`src/design/ppo_regs.vh`:
```
// Purpose: register map, field layout and reset values of the pulse pattern output block
// Assumes: 8-bit register port, one register per address
// Notes: Functional notes list every behaviour the block keeps
//
// Functional notes
// - sixteen pulse bits form four 4-bit groups, 3 down to 0, each updating together or on its own.
// - bits 15-12 are group 3, 11-8 group 2, 7-4 group 1, 3-0 group 0, all outputs only.
// - transfer timing comes from trigger events of the 16-bit timer unit.
// - an enabled high-half bit copies its staged value into its output bit on the selected trigger.
// - an enabled low-half bit copies its staged value into its output bit on the selected trigger.
// - a disabled bit keeps its output value on a trigger.
// - an output bit enabled for pulse output ignores processor writes.
// - a high output bit whose enable is clear takes processor writes, setting the initial level.
// - each pulse pin shows its output data bit.
// - an enabled low output bit ignores processor writes while triggers still load it.
// - each group uses the trigger chosen by its field in the trigger select register.
`ifndef PPO_REGS_VH
`define PPO_REGS_VH

`define PPO_ADDR_W          4
`define PPO_OFF_ENABLE_HIGH 4'h0
`define PPO_OFF_ENABLE_LOW  4'h1
`define PPO_OFF_LEVEL_HIGH  4'h2
`define PPO_OFF_LEVEL_LOW   4'h3
`define PPO_OFF_STAGED_HIGH 4'h4
`define PPO_OFF_STAGED_LOW  4'h5
`define PPO_OFF_TRIG_SEL    4'h6

// trigger select: 2 bits per group, group g at bits 2g+1:2g
`define PPO_TSEL_W          2
`define PPO_RST_BYTE        8'h00
`define PPO_READ_UNMAPPED   8'h00

`endif

```
`src/design/ppo_top.v`:
```
// Purpose: pulse pattern output bank, sixteen pins in four groups loaded by timer triggers
// Assumes: trigger inputs come from the timer unit on the same clock as single-cycle pulses
// Notes: the pins are plain outputs; direction control lives in the port logic outside
`timescale 1ns/100ps
`include "ppo_regs.vh"

module ppo_top #(
	parameter NUM_TRIG = 4
) (
	input  wire                   CLK,
	input  wire                   RESET_N,
	input  wire [`PPO_ADDR_W-1:0] ADDR,
	input  wire [7:0]             WDATA,
	input  wire                   WR,
	input  wire                   RD,
	output reg  [7:0]             RDATA,
	input  wire [NUM_TRIG-1:0]    TRIG,
	output wire [15:0]            PULSE_OUT
);

	// four groups of four bits each
	localparam GROUPS  = 4;
	localparam GROUP_W = 4;
	localparam BYTE_W  = 8;
	localparam TSEL_N  = `PPO_TSEL_W * GROUPS;

	// address hits, qualified by the strobes below
	wire                        hit_enable_high;
	wire                        hit_enable_low;
	wire                        hit_level_high;
	wire                        hit_level_low;
	wire                        hit_staged_high;
	wire                        hit_staged_low;
	wire                        hit_trig_sel;

	wire                        wr_enable_high;
	wire                        wr_enable_low;
	wire                        wr_level_high;
	wire                        wr_level_low;
	wire                        wr_staged_high;
	wire                        wr_staged_low;
	wire                        wr_trig_sel;

	// trigger routing
	reg  [TSEL_N-1:0]           tsel_reg;
	reg  [TSEL_N-1:0]           tsel_next;
	wire [NUM_TRIG+GROUP_W-1:0] trig_pad;
	wire [GROUP_W-1:0]          trig_ext;
	wire [GROUPS-1:0]           fire;

	// group 3 down to group 0
	wire [GROUP_W-1:0]          enable_g3;
	wire [GROUP_W-1:0]          enable_g2;
	wire [GROUP_W-1:0]          enable_g1;
	wire [GROUP_W-1:0]          enable_g0;
	wire [GROUP_W-1:0]          staged_g3;
	wire [GROUP_W-1:0]          staged_g2;
	wire [GROUP_W-1:0]          staged_g1;
	wire [GROUP_W-1:0]          staged_g0;
	wire [GROUP_W-1:0]          level_g3;
	wire [GROUP_W-1:0]          level_g2;
	wire [GROUP_W-1:0]          level_g1;
	wire [GROUP_W-1:0]          level_g0;

	wire [15:0]                 enable_all;
	wire [15:0]                 staged_all;
	wire [15:0]                 level_all;

	// register read back
	reg  [BYTE_W-1:0]           rdata_next;

	assign hit_enable_high = (ADDR == `PPO_OFF_ENABLE_HIGH);
	assign hit_enable_low  = (ADDR == `PPO_OFF_ENABLE_LOW);
	assign hit_level_high  = (ADDR == `PPO_OFF_LEVEL_HIGH);
	assign hit_level_low   = (ADDR == `PPO_OFF_LEVEL_LOW);
	assign hit_staged_high = (ADDR == `PPO_OFF_STAGED_HIGH);
	assign hit_staged_low  = (ADDR == `PPO_OFF_STAGED_LOW);
	assign hit_trig_sel    = (ADDR == `PPO_OFF_TRIG_SEL);

	// a write never lands on two registers at once
	assign wr_enable_high  = WR && hit_enable_high;
	assign wr_enable_low   = WR && hit_enable_low;
	assign wr_level_high   = WR && hit_level_high;
	assign wr_level_low    = WR && hit_level_low;
	assign wr_staged_high  = WR && hit_staged_high;
	assign wr_staged_low   = WR && hit_staged_low;
	assign wr_trig_sel     = WR && hit_trig_sel;

	// select codes beyond the trigger count pick a constant-low line
	assign trig_pad = {{GROUP_W{1'b0}}, TRIG};
	assign trig_ext = trig_pad[GROUP_W-1:0];

	// trigger select register
	always @* begin
		tsel_next = tsel_reg;
		if (wr_trig_sel) begin
			tsel_next = WDATA;
		end
	end

	always @(posedge CLK) begin
		if (!RESET_N) begin
			tsel_reg <= `PPO_RST_BYTE;
		end else begin
			tsel_reg <= tsel_next;
		end
	end

	// one trigger per group; groups sharing a code move together
	ppo_trig_pick #(
		.SEL_W (`PPO_TSEL_W)
	) pick3_u (
		.trig  (trig_ext),
		.sel   (tsel_reg[7:6]),
		.fire  (fire[3])
	);

	ppo_trig_pick #(
		.SEL_W (`PPO_TSEL_W)
	) pick2_u (
		.trig  (trig_ext),
		.sel   (tsel_reg[5:4]),
		.fire  (fire[2])
	);

	ppo_trig_pick #(
		.SEL_W (`PPO_TSEL_W)
	) pick1_u (
		.trig  (trig_ext),
		.sel   (tsel_reg[3:2]),
		.fire  (fire[1])
	);

	ppo_trig_pick #(
		.SEL_W (`PPO_TSEL_W)
	) pick0_u (
		.trig  (trig_ext),
		.sel   (tsel_reg[1:0]),
		.fire  (fire[0])
	);

	// group 3 on bits 15-12 down to group 0 on bits 3-0
	ppo_group #(
		.WIDTH     (GROUP_W)
	) group3_u (
		.clk       (CLK),
		.reset_n   (RESET_N),
		.fire      (fire[3]),
		.wr_enable (wr_enable_high),
		.wr_staged (wr_staged_high),
		.wr_level  (wr_level_high),
		.wdata     (WDATA[7:4]),
		.enable    (enable_g3),
		.staged    (staged_g3),
		.level     (level_g3)
	);

	ppo_group #(
		.WIDTH     (GROUP_W)
	) group2_u (
		.clk       (CLK),
		.reset_n   (RESET_N),
		.fire      (fire[2]),
		.wr_enable (wr_enable_high),
		.wr_staged (wr_staged_high),
		.wr_level  (wr_level_high),
		.wdata     (WDATA[3:0]),
		.enable    (enable_g2),
		.staged    (staged_g2),
		.level     (level_g2)
	);

	ppo_group #(
		.WIDTH     (GROUP_W)
	) group1_u (
		.clk       (CLK),
		.reset_n   (RESET_N),
		.fire      (fire[1]),
		.wr_enable (wr_enable_low),
		.wr_staged (wr_staged_low),
		.wr_level  (wr_level_low),
		.wdata     (WDATA[7:4]),
		.enable    (enable_g1),
		.staged    (staged_g1),
		.level     (level_g1)
	);

	ppo_group #(
		.WIDTH     (GROUP_W)
	) group0_u (
		.clk       (CLK),
		.reset_n   (RESET_N),
		.fire      (fire[0]),
		.wr_enable (wr_enable_low),
		.wr_staged (wr_staged_low),
		.wr_level  (wr_level_low),
		.wdata     (WDATA[3:0]),
		.enable    (enable_g0),
		.staged    (staged_g0),
		.level     (level_g0)
	);

	assign enable_all = {enable_g3, enable_g2, enable_g1, enable_g0};
	assign staged_all = {staged_g3, staged_g2, staged_g1, staged_g0};
	assign level_all  = {level_g3, level_g2, level_g1, level_g0};

	// read mux, sampled into RDATA on the read strobe
	always @* begin
		case (ADDR)
			`PPO_OFF_ENABLE_HIGH: rdata_next = enable_all[15:8];
			`PPO_OFF_ENABLE_LOW:  rdata_next = enable_all[7:0];
			`PPO_OFF_LEVEL_HIGH:  rdata_next = level_all[15:8];
			`PPO_OFF_LEVEL_LOW:   rdata_next = level_all[7:0];
			`PPO_OFF_STAGED_HIGH: rdata_next = staged_all[15:8];
			`PPO_OFF_STAGED_LOW:  rdata_next = staged_all[7:0];
			`PPO_OFF_TRIG_SEL:    rdata_next = tsel_reg;
			default:              rdata_next = `PPO_READ_UNMAPPED;
		endcase
	end

	// read data stand for one cycle only, zero otherwise
	always @(posedge CLK) begin
		if (!RESET_N) begin
			RDATA <= `PPO_RST_BYTE;
		end else if (RD) begin
			RDATA <= rdata_next;
		end else begin
			RDATA <= `PPO_RST_BYTE;
		end
	end

	// pins are plain outputs; the port direction lives outside
	assign PULSE_OUT = level_all;

endmodule // ppo_top

// Purpose: picks the trigger line named by one group's select field
// Assumes: trigger lines are single-cycle pulses on the block clock
// Notes: purely combinational, the group register samples the result
module ppo_trig_pick #(
	parameter SEL_W = 2
) (
	input  wire [(1<<SEL_W)-1:0] trig,
	input  wire [SEL_W-1:0]      sel,
	output wire                  fire
);

	assign fire = trig[sel];

endmodule // ppo_trig_pick

// Purpose: one pulse group: enable, staged value and output level bits
// Assumes: fire is already the group's selected trigger, on the same clock
// Notes: trigger and level write in one cycle leave enabled bits to the trigger
module ppo_group #(
	parameter WIDTH = 4
) (
	input  wire             clk,
	input  wire             reset_n,
	input  wire             fire,
	input  wire             wr_enable,
	input  wire             wr_staged,
	input  wire             wr_level,
	input  wire [WIDTH-1:0] wdata,
	output wire [WIDTH-1:0] enable,
	output wire [WIDTH-1:0] staged,
	output wire [WIDTH-1:0] level
);

	reg  [WIDTH-1:0] enable_reg;
	reg  [WIDTH-1:0] enable_next;
	reg  [WIDTH-1:0] staged_reg;
	reg  [WIDTH-1:0] staged_next;
	reg  [WIDTH-1:0] level_reg;
	reg  [WIDTH-1:0] level_cpu;
	reg  [WIDTH-1:0] level_next;

	assign enable = enable_reg;
	assign staged = staged_reg;
	assign level  = level_reg;

	// enable bits follow processor writes only
	always @* begin
		enable_next = enable_reg;
		if (wr_enable) begin
			enable_next = wdata;
		end
	end

	// staged value follows processor writes only
	always @* begin
		staged_next = staged_reg;
		if (wr_staged) begin
			staged_next = wdata;
		end
	end

	// processor writes reach only the bits that are not enabled
	always @* begin
		level_cpu = level_reg;
		if (wr_level) begin
			level_cpu = (level_reg & enable_reg) | (wdata & ~enable_reg);
		end
	end

	// the trigger loads enabled bits from the staged value, disabled bits hold
	always @* begin
		level_next = level_cpu;
		if (fire) begin
			level_next = (level_cpu & ~enable_reg) | (staged_reg & enable_reg);
		end
	end

	// enable register
	always @(posedge clk) begin
		if (!reset_n) begin
			enable_reg <= {WIDTH{1'b0}};
		end else begin
			enable_reg <= enable_next;
		end
	end

	// staged register
	always @(posedge clk) begin
		if (!reset_n) begin
			staged_reg <= {WIDTH{1'b0}};
		end else begin
			staged_reg <= staged_next;
		end
	end

	// level moves only on a write or a timer trigger
	always @(posedge clk) begin
		if (!reset_n) begin
			level_reg <= {WIDTH{1'b0}};
		end else begin
			level_reg <= level_next;
		end
	end

endmodule // ppo_group

```
`config.mk`:
```
export PLATFORM = sky130hd
export DESIGN_NAME = ppo_top
export DESIGN_NICKNAME = d
export VERILOG_FILES = /design/src/design/ppo_top.v
export VERILOG_INCLUDE_DIRS = /design/src /design/src/design
export SDC_FILE = /design/constraint.sdc
export NUM_CORES = 1
export LEC_CHECK = 0
export ABC_AREA = 0
export BUFFER_PORTS_ARGS = -buffer_cell sky130_fd_sc_hd__clkbuf_2
export CAP_MARGIN = 30
export CORE_UTILIZATION = 40
export DETAILED_ROUTE_END_ITERATION = 10
export RECOVER_POWER = 100
export SYNTH_ARGS = -nofsm -noshare
export SYNTH_HDL_FRONTEND = slang
export SYNTH_HIERARCHICAL = 1
export SYNTH_SLANG_ARGS = --single-unit
```
`constraint.sdc`:
```
create_clock -name CLK -period 2.1 [get_ports CLK]
set_input_delay 0.105 -clock CLK [delete_from_list [all_inputs] [get_ports CLK]]
set_output_delay 0.105 -clock CLK [all_outputs]
set_load 0.02 [all_outputs]
```
* Word-level counts from Yosys, hierarchy flattened *
Index checks and enable logic that the tools add are counted.

operators by class
  order comparisons = 4
  equality and inequality tests = 6
  multiplexer cells = 17
  bitwise operators = 28
  reductions and logical operators = 9

operator list
  cell                  count
  $and A4 B4 Y4         16
  $pmux W8 S7           1
  $mux W4               8
  $or A4 B4 Y4          8
  $not A4 Y4            4
  $eq A4 B3 Y1 const B  3
  $lt A2 B3 Y1 const B  4
  $bmux W1 S2           4
  $eq A4 B2 Y1 const B  2
  $logic_and A1 B1 Y1   7
  $eq A4 B1 Y1 const B  1
  $logic_not A4 Y1      1
  $mux W1               4
  $reduce_and A2 Y1     1

storage, ports and cells
  register bits after elaboration = 64
  input bits = 20
  logic and storage cells = 78

* Longest topological paths before layout *
Gate-level depths: netlist (run 1).

  depth in word-level cells = 7
  depth in mapped cells = 7
  mapped depth without buffers = 5

* Cells and area by module *
Netlist (run 1), hierarchy kept.

by module, submodules not included
  module         times used  cells an instance  area an instance (sq um)  seq. area each (sq um)
  ppo_group      4           53                 546.8                     240.2
  ppo_top        1           113                1034.7                    320.3
  ppo_trig_pick  4           1                  22.5                      0.0

* Least setup slack after synthesis (run 1) *
OpenSTA, ideal clock, no wires.

  path kind = register -> register
  start = reg tsel_reg[6]
  end = reg group3_u.level_reg[0], in the netlist group3_u/level[0]
  library setup time = 0.122 ns
  data arrival time = 1.197 ns
  path slack = 0.782 ns
  cell stages (with the launch flop) = 5
  buffers on the path = 1
  clock period less this slack = 1.318 ns
  cell sequence = dfxtp_1 mux4_2 clkbuf_2 mux2i_1 o22ai_1

on the way
  cells in the longest elaborated chain, start to end = 3

RTL lines
  what                           line           text
  start, declared                ppo_top.v:45   reg [TSEL_N-1:0] tsel_reg;
  start signal, assigned         ppo_top.v:103  tsel_reg <= `PPO_RST_BYTE;
  start signal, assigned         ppo_top.v:105  tsel_reg <= tsel_next;
  $bmux W1 S2                    ppo_top.v:248  assign fire = trig[sel];
  $mux W1 (implied by the code)  ppo_top.v:248
  named net fire[3]              ppo_top.v:49   wire [GROUPS-1:0] fire;
  $mux W4                        ppo_top.v:309  if (fire) begin
  end signal, assigned           ppo_top.v:335  level_reg <= {WIDTH{1'b0}};
  end signal, assigned           ppo_top.v:337  level_reg <= level_next;
  end, declared                  ppo_top.v:274  reg [WIDTH-1:0] level_reg;

The timed path passes the listed nets, and every way through them passes these cells. The select of a mux whose other input is x is not followed.
A chain may end at the register's enable or synchronous reset.

* Worst setup path in the final report (run 1) *
  start = in ADDR[2]
  end = reg group3_u.staged_reg[2], in the netlist group3_u/staged[2]

on the way
  cells in the longest elaborated chain, start to end = 2

RTL lines
  what                      line           text
  start, declared           ppo_top.v:12   input wire [`PPO_ADDR_W-1:0] ADDR,
  $eq A4 B3 Y1              --
  $logic_and A1 B1 Y1       ppo_top.v:85   assign wr_staged_high = WR && hit_staged_high;
  named net wr_staged_high  ppo_top.v:40   wire wr_staged_high;
  end signal, assigned      ppo_top.v:326  staged_reg <= {WIDTH{1'b0}};
  end signal, assigned      ppo_top.v:328  staged_reg <= staged_next;
  end, declared             ppo_top.v:272  reg [WIDTH-1:0] staged_reg;

The timed path passes the listed nets, and every way through them passes these cells.

==> results of run 1 <==
==> cells in the mapped netlist <==
cell type  instances
mux4_2             4
clkbuf_1           2
nor2b_2            1
a31oi_1            2
nand2b_1          16
a222oi_1           7
inv_1              1
nor2b_1           47
buf_6              5
nor3_2             1
mux2i_1           72
nor2_1             5
buf_4              1
buf_2              5
and3_1             3
mux2_2             7
a32oi_1            1
clkbuf_2          12
nand3_2            1
nor3b_1            1
and2_1             3
a22o_1            16
or3_1              1
a21oi_1            7
dfxtp_1           64
nand3_1            2
nand4b_1           1
o22ai_1           16
nand2_1           24
nor4_2             1
==> cell families (layout without fill, tap and decap cells) <==
family                 after synthesis  after routing  synth area share [%]
and+or+nand+nor                    107            107                  18.5
muxes                               83             83                  26.9
DFF                                 64             64                  38.7
AOI/OAI and AO/OA                   49             49                  11.1
buffers and inverters               26             66                  4.84
==> where the power goes <==
group / internal [mW] / leakage (nW) / switching (mW)
sequential: 1.23 / 0.516 / 0.0145
combinational: 0.0848 / 0.667 / 0.129
clock: 0.447 / 0.0794 / 0.447
==> area by class of cell <==
class                   instances  area share (%)
multi-input cells             239            50.7
flip-flops and latches         64            35.0
repair buffers                 51            6.59
clock buffers                  13            4.06
well taps                     102            3.48
clock inverters                 1           0.137
inverters                       1           0.102
==> routing by layer <==
metal | vias up | share of wire (%) | global-route usage [%]
met5 | - | 0 | 0
met4 | 0 | 1.4 | 8.21
met3 | 9 | 6.1 | 4.39
met2 | 68 | 45 | 31.4
met1 | 1257 | 47 | 28.2
li1 | 1256 | - | -
==> worst max-delay path, stage by stage <==
cell,delay (ps)
clkbuf_2,320
nor2b_1,360
and3_1,200
clkbuf_1,570
mux2i_1,260
nor2b_1,60
==> through the flow <==
step	setup slack (ps)	hold WS, ps	cell area, sq um
2_1_floorplan	782	233	3310
3_3_place_gp	466	488	3560
3_5_place_dp	414	491	3560
4_1_cts	662	157	3710
5_1_grt	342	176	3660
6_report	447	170	3660
==> path summary, 6_finish.rpt <==
kind	from	end	cells after the start
worst min register to register	group0_u/enable[1]	group0_u/level[1]	2
worst max-delay path	ADDR[2]	group3_u/staged[2]	6
worst min-delay path	WDATA[7]	group3_u/staged[3]	3
worst max register to register	tsel_reg[2]	group1_u/level[3]	3
==> metrics.csv, run 1 <==
metric,value,unit
start_util,42.2,%
max_slew_margin,50.2,%
n_antenna_cell,0,
final_max_slew_viol_count,0,
cts.repair.resized,0,
clk_pin_slew,70,ps
synthTopCellsByArea,"dfxtp_1 39%, mux2i_1 22%, nor2b_1 8.9%, a22o_1 4.2%, nand2b_1 3.0%",
fin_util,46.7,%
cp-end-kind,flop,
n_fill_cell,790,
multi_input_area,1860,sq um
power.total,2.35,mW
cts-htree-levels,3,
avgSynthCellArea,10.1,sq um
rsz0062_at_grt,false,
grtUsageTotal,20.6,%
wirelength,8410,um
syn_inst,329,
drive_above_1_share,13.0,%
hpwl,6220,um
cap_viol_max_count,0,
wl_per_cell,17.9,um
synth_top_area_share,38.7,%
tightest_slew,747,ps
syn_nets,349,
worstPathRequired,2330,ps
ys_seq_elements,64,
hold_viol,0,
hp-class,primary input to flop,
cts_buffer_depth,2,
drc,0,
cts_sinks,64,
power_density,641,nW/um^2
layout.nets,386,
grt_pass1_wl,13300,um
cts_made_buffers,9,
tns,0,ps
criticalPathCategory,primary input to flop,
ys_seq_area_share,38.7,%
io_pins,44,
final-setup-viol-count,0,
fin_crit_sh,78.7,%
yosysWarnings,6,
place_inst,457,
die_w,93.0,um
startpoint_type,primary input,
reg2reg_slack,660,ps
grt_pass1_vias,2456,
vias,2590,
seq_area,1280,sq um
yosys.cell_types.count,30,
cts_root_buffer,clkbuf_8,
core.rowCount,32,
post-route-min-period,1650,ps
yosysTopAreaCell,dfxtp_1,
dieArea,8650,sq um
post_cts_buffers,0,
grt_max_degree,43,
syn2layout_area_growth,10.7,%
grt_overflow,0,
layout.cells.non_filler,471,
skew,9.50,ps
antenna_found_initial,0,
ir_drop,0.256,mV
cp.arrival,1880,ps
status,finished clean,
cts_tree,yes,
max_freq,0.605,GHz
synth_area,3310,sq um
layout_commonest_cell,mux2i_1,
drt_pass1_iterations,7,
die_h,93.0,um
avgViaCountPerCell,5.50,
clk_latency,340,ps
place.gp.congestion,0.861,
detail-route-antenna-nets,0,
path_max_fanout,17,
ctsHoldBuffers,0,
leakagePower,1.26,nW
drt_iter0_markers,220,
core_area,7850,sq um
io_buffers,43,
mostFrequentLayoutCells,"72 x mux2i_1, 64 x dfxtp_1, 48 x nor2b_1",
Note: power is estimated with default switching activity, not from simulation.
==> inputs of run 2 (changes only) <==
==> constraint.sdc (replaced) <==
create_clock -name CLK -period 1.4 [get_ports CLK]
set_input_delay 0.07 -clock CLK [delete_from_list [all_inputs] [get_ports CLK]]
set_output_delay 0.07 -clock CLK [all_outputs]
set_load 0.02 [all_outputs]
==> metrics.csv, run 2 (same netlist as run 1, synthesis figures left out) <==
metric,value,unit
grt_pass1_wl,13400,um
path_max_fanout,4,
cp.arrival,1590,ps
power_density,940,nW/um^2
grt_overflow,0,
die_h,93.0,um
cts_sinks,64,
startpoint_type,flop,
hp-class,primary input to flop,
mostFrequentLayoutCells,"72 x mux2i_1, 60 x dfxtp_1, 48 x nor2b_1",
fin_util,48.6,%
skew,5.89,ps
hold_slack,116,ps
core_area,7850,sq um
io_pins,44,
status,finished clean,
hpwl,6490,um
fin_crit_sh,97.3,%
worstPathRequired,1630,ps
dieArea,8650,sq um
layout.cells.non_filler,488,
drc,0,
clk_latency,350,ps
hold_viol,0,
antenna_found_initial,0,
grt_max_degree,33,
wirelength,8470,um
io_buffers,43,
cap_viol_max_count,0,
place.gp.congestion,0.917,
final-setup-viol-count,0,
cts_tree,yes,
ir_drop,0.477,mV
cp-end-kind,flop,
cts_root_buffer,clkbuf_8,
drt_pass1_iterations,5,
detail-route-antenna-nets,0,
tightest_slew,495,ps
syn2layout_area_growth,15.1,%
n_fill_cell,791,
power.total,3.58,mW
clk_pin_slew,70,ps
grtUsageTotal,21.0,%
die_w,93.0,um
drt_iter0_markers,113,
rsz0062_at_grt,true,
wl_per_cell,17.4,um
criticalPathCategory,flop to flop,
avgViaCountPerCell,5.29,
grt_pass1_vias,2491,
layout.nets,401,
place_inst,471,
cts_buffer_depth,2,
post-route-min-period,1360,ps
max_slew_margin,66.9,%
start_util,42.2,%
core.rowCount,32,
layout_commonest_cell,mux2i_1,
vias,2580,
leakagePower,1.35,nW
cts-htree-levels,3,
cts_made_buffers,9,
n_antenna_cell,0,
drive_above_1_share,18.1,%
final_max_slew_viol_count,0,
max_freq,0.734,GHz
## run 2: cell count changes in the layout (fill, tap and decap cells not counted), moves of 2 or more
cell and change:
dfxtp_1 -4, clkinv_2 +3, buf_4 +8, buf_12 +2, dfxtp_2 +4
## run 2: cell type report
class	count	area, sq um	area share (%)
Clock inverter	4	20.0	0.525
Clock buffer	12	145	3.81
Inverter	1	3.75	0.0985
Multi-Input combinational cell	239	1860	48.9
Sequential cell	64	1290	33.7
Tap cell	102	128	3.35
Timing Repair Buffer	66	367	9.62
## run 2: final timing paths
check | from | endpoint | slack [ps] | cells past startpoint
setup / recovery | tsel_reg[2] | group1_u/level[2] | 40 | 3
hold / removal | WDATA[1] | group2_u/staged[1] | 120 | 3
setup reg to reg | tsel_reg[2] | group1_u/level[2] | 40 | 3
hold reg to reg | group1_u/enable[1] | group1_u/level[1] | 490 | 2
## run 2: layer usage
metal	global-route usage (%)	part of all wire, %	vias to the layer above
met3	4.47	4.5	12
li1	-	-	1293
met4	10.0	2.2	0
met5	0	0	-
met1	28.8	48	1215
met2	31.3	45	60
## run 2: what timing repair did
| item | CTS | global route |
|---|---|---|
| endpoints found under the setup margin | 1 | 12 |
| hold buffers | 0 | 0 |
| gates resized for setup | 1 | 3 |
| setup buffers | 0 | 1 |
## run 2: through the flow
stage | setup WS [ps] | TNS [ps] | area, sq um
finish | 38.4 | 0 | 3810
CTS | 6.09 | 0 | 3880
global route | -29.4 | -40.8 | 3810
floorplan | 81.9 | 0 | 3310
global placement | 20.8 | 0 | 3710
detailed placement | 7.96 | 0 | 3710
## run 2: worst max-delay path: stages (launching register included)
cell and delay, ps:
dfxtp_2 350, mux4_2 610, mux2i_1 190, o22ai_1 90
## run 2: power breakdown
| group | total, mW | leakage (nW) | internal [mW] | switching (mW) |
|---|---|---|---|---|
| sequential | 1.86 | 0.518 | 1.84 | 0.0225 |
| combinational | 0.347 | 0.743 | 0.149 | 0.198 |
| clock | 1.37 | 0.0899 | 0.679 | 0.692 |
==> inputs of run 3 (changes only) <==
--- a/config.mk
+++ b/config.mk
@@ -6,7 +6,7 @@
 export SDC_FILE = /design/constraint.sdc
 export NUM_CORES = 1
 export LEC_CHECK = 0
-export ABC_AREA = 0
+export ABC_AREA = 1
 export BUFFER_PORTS_ARGS = -buffer_cell sky130_fd_sc_hd__clkbuf_2
 export CAP_MARGIN = 30
 export CORE_UTILIZATION = 40
==> metrics.csv, run 3 <==
metric,value,unit
fin_crit_sh,92.8,%
criticalPathCategory,primary input to flop,
drt_iter0_markers,283,
synthTopCellsByArea,"dfxtp_1 36%, nand3_1 15%, inv_1 12%, nand2_1 10%, nor2_1 8.1%",
yosys.cell_types.count,19,
vias,3705,
max_freq,0.770,GHz
tightest_slew,670,ps
tns,0,ps
core.rowCount,34,
avgSynthCellArea,6.26,sq um
ir_drop,0.507,mV
io_pins,44,
syn_nets,587,
synth.most_common_cell,inv_1,
worstPathRequired,1660,ps
grt_pass1_vias,3385,
dieArea,9260,sq um
power.total,3.78,mW
wirelength,10300,um
post-place-ws,149,ps
drt_pass1_iterations,4,
cts_made_buffers,9,
mostFrequentLayoutCells,"115 x inv_1, 103 x nand3_1, 98 x nand2_1",
hp-class,primary input to flop,
fin_util,46.8,%
n_fill_cell,942,
skew,6.38,ps
cts_buffer_depth,2,
io_buffers,43,
synth_edf_count,0,
ctsHoldBuffers,3,
rsz0062_at_grt,false,
clk_pin_slew,70,ps
synthFlopType,dfxtp_1,
layout.nets,649,
ys_seq_elements,64,
seq_area,1280,sq um
cts_tree,yes,
synth_area,3550,sq um
fin_area,4060,sq um
power_density,930,nW/um^2
start_util,40.9,%
wl_per_cell,13.9,um
cts_sinks,64,
die_w,96.2,um
hpwl,7740,um
startpoint_type,primary input,
cts-htree-levels,3,
cts.repair.resized,0,
place_inst,723,
place.gp.congestion,0.897,
cts_root_buffer,clkbuf_8,
n_antenna_cell,0,
syn_inst,567,
antenna_found_initial,0,
post_cts_buffers,0,
hold_viol,0,
cp-end-kind,flop,
layout_commonest_cell,inv_1,
cp.arrival,1560,ps
leakagePower,1.94,nW
grt_overflow,0,
drc,0,
layout.cells.non_filler,741,
syn2layout_area_growth,14.4,%
yosysWarnings,6,
final_max_slew_viol_count,0,
yosys-top-cells-count,"115 x inv_1, 103 x nand3_1, 98 x nand2_1",
final.setup.worst_slack,101,ps
ys_seq_area_share,36.1,%
multi_input_area,1650,sq um
hold_slack,22.3,ps
grt_pass1_wl,16700,um
die_h,96.2,um
async_flop_share,0,%
avgViaCountPerCell,5.00,
cap_viol_max_count,0,
synth_top_area_share,36.1,%
drive_above_1_share,9.79,%
final-setup-viol-count,0,
grt_max_degree,42,
place_area,3930,sq um
status,finished clean,
post-route-min-period,1300,ps
path_max_fanout,10,
detail-route-antenna-nets,0,
clk_latency,340,ps
grtUsageTotal,24.3,%
yosysTopAreaCell,dfxtp_1,
max_slew_margin,55.2,%
core_area,8680,sq um
## run 3: cell count changes in the layout (fill, tap and decap cells not counted), moves of 33 or more
cell / previous run / this run
a21oi_1: 7 / 40
inv_1: 1 / 115
mux2i_1: 72 / 0
nand2_1: 24 / 98
nand3_1: 2 / 103
nor2_1: 5 / 80
nor2b_1: 48 / 0
o21ai_0: 0 / 33
## run 3: final cells by class
class | count | area share [%]
multi-input combinational | 367 | 40.5
timing repair buffer | 69 | 9.45
clock inverter | 3 | 0.431
sequential | 64 | 31.5
tap | 108 | 3.33
clock buffer | 12 | 3.82
inverter | 118 | 10.9
## run 3: critical path, cell delays in order
cell and delay (ps):
clkbuf_1 140, nor2_1 560, clkbuf_2 340, nand3_1 90, nand2_1 140, nor2_1 70
a21oi_1 150
## run 3: logic make-up after synthesis
| family | count (synthesis) | share of synthesized area (%) |
|---|---|---|
| simple gates | 287 | 35.6 |
| buf+inv | 136 | 17.1 |
| compound gates | 80 | 11.3 |
| flops | 64 | 36.1 |
## run 3: path summary, 6_finish.rpt
| check | startpoint | end | slack, ps | cells past startpoint |
|---|---|---|---|---|
| worst min register to register | group1_u/staged[2] | group1_u/staged[2] | 530 | 2 |
| worst max-delay path | ADDR[3] | RDATA[0] | 100 | 7 |
| worst max register to register | tsel_reg[6] | group3_u/level[0] | 140 | 7 |
| worst min-delay path | WDATA[2] | tsel_reg[2] | 20 | 3 |
## run 3: metal layers
metal	global-route usage [%]	up-vias	routed length, um
li1	-	1892	-
met1	31.1	1690	4720
met2	41.0	109	4870
met3	4.42	14	544
met4	7.71	0	148
met5	0	-	0
## run 3: power breakdown
| part | leakage, nW | internal (mW) | total [mW] | switching [mW] |
|---|---|---|---|---|
| Combinational | 1.34 | 0.136 | 0.430 | 0.294 |
| Clock | 0.0882 | 0.724 | 1.44 | 0.716 |
| Sequential | 0.518 | 1.86 | 1.91 | 0.0447 |
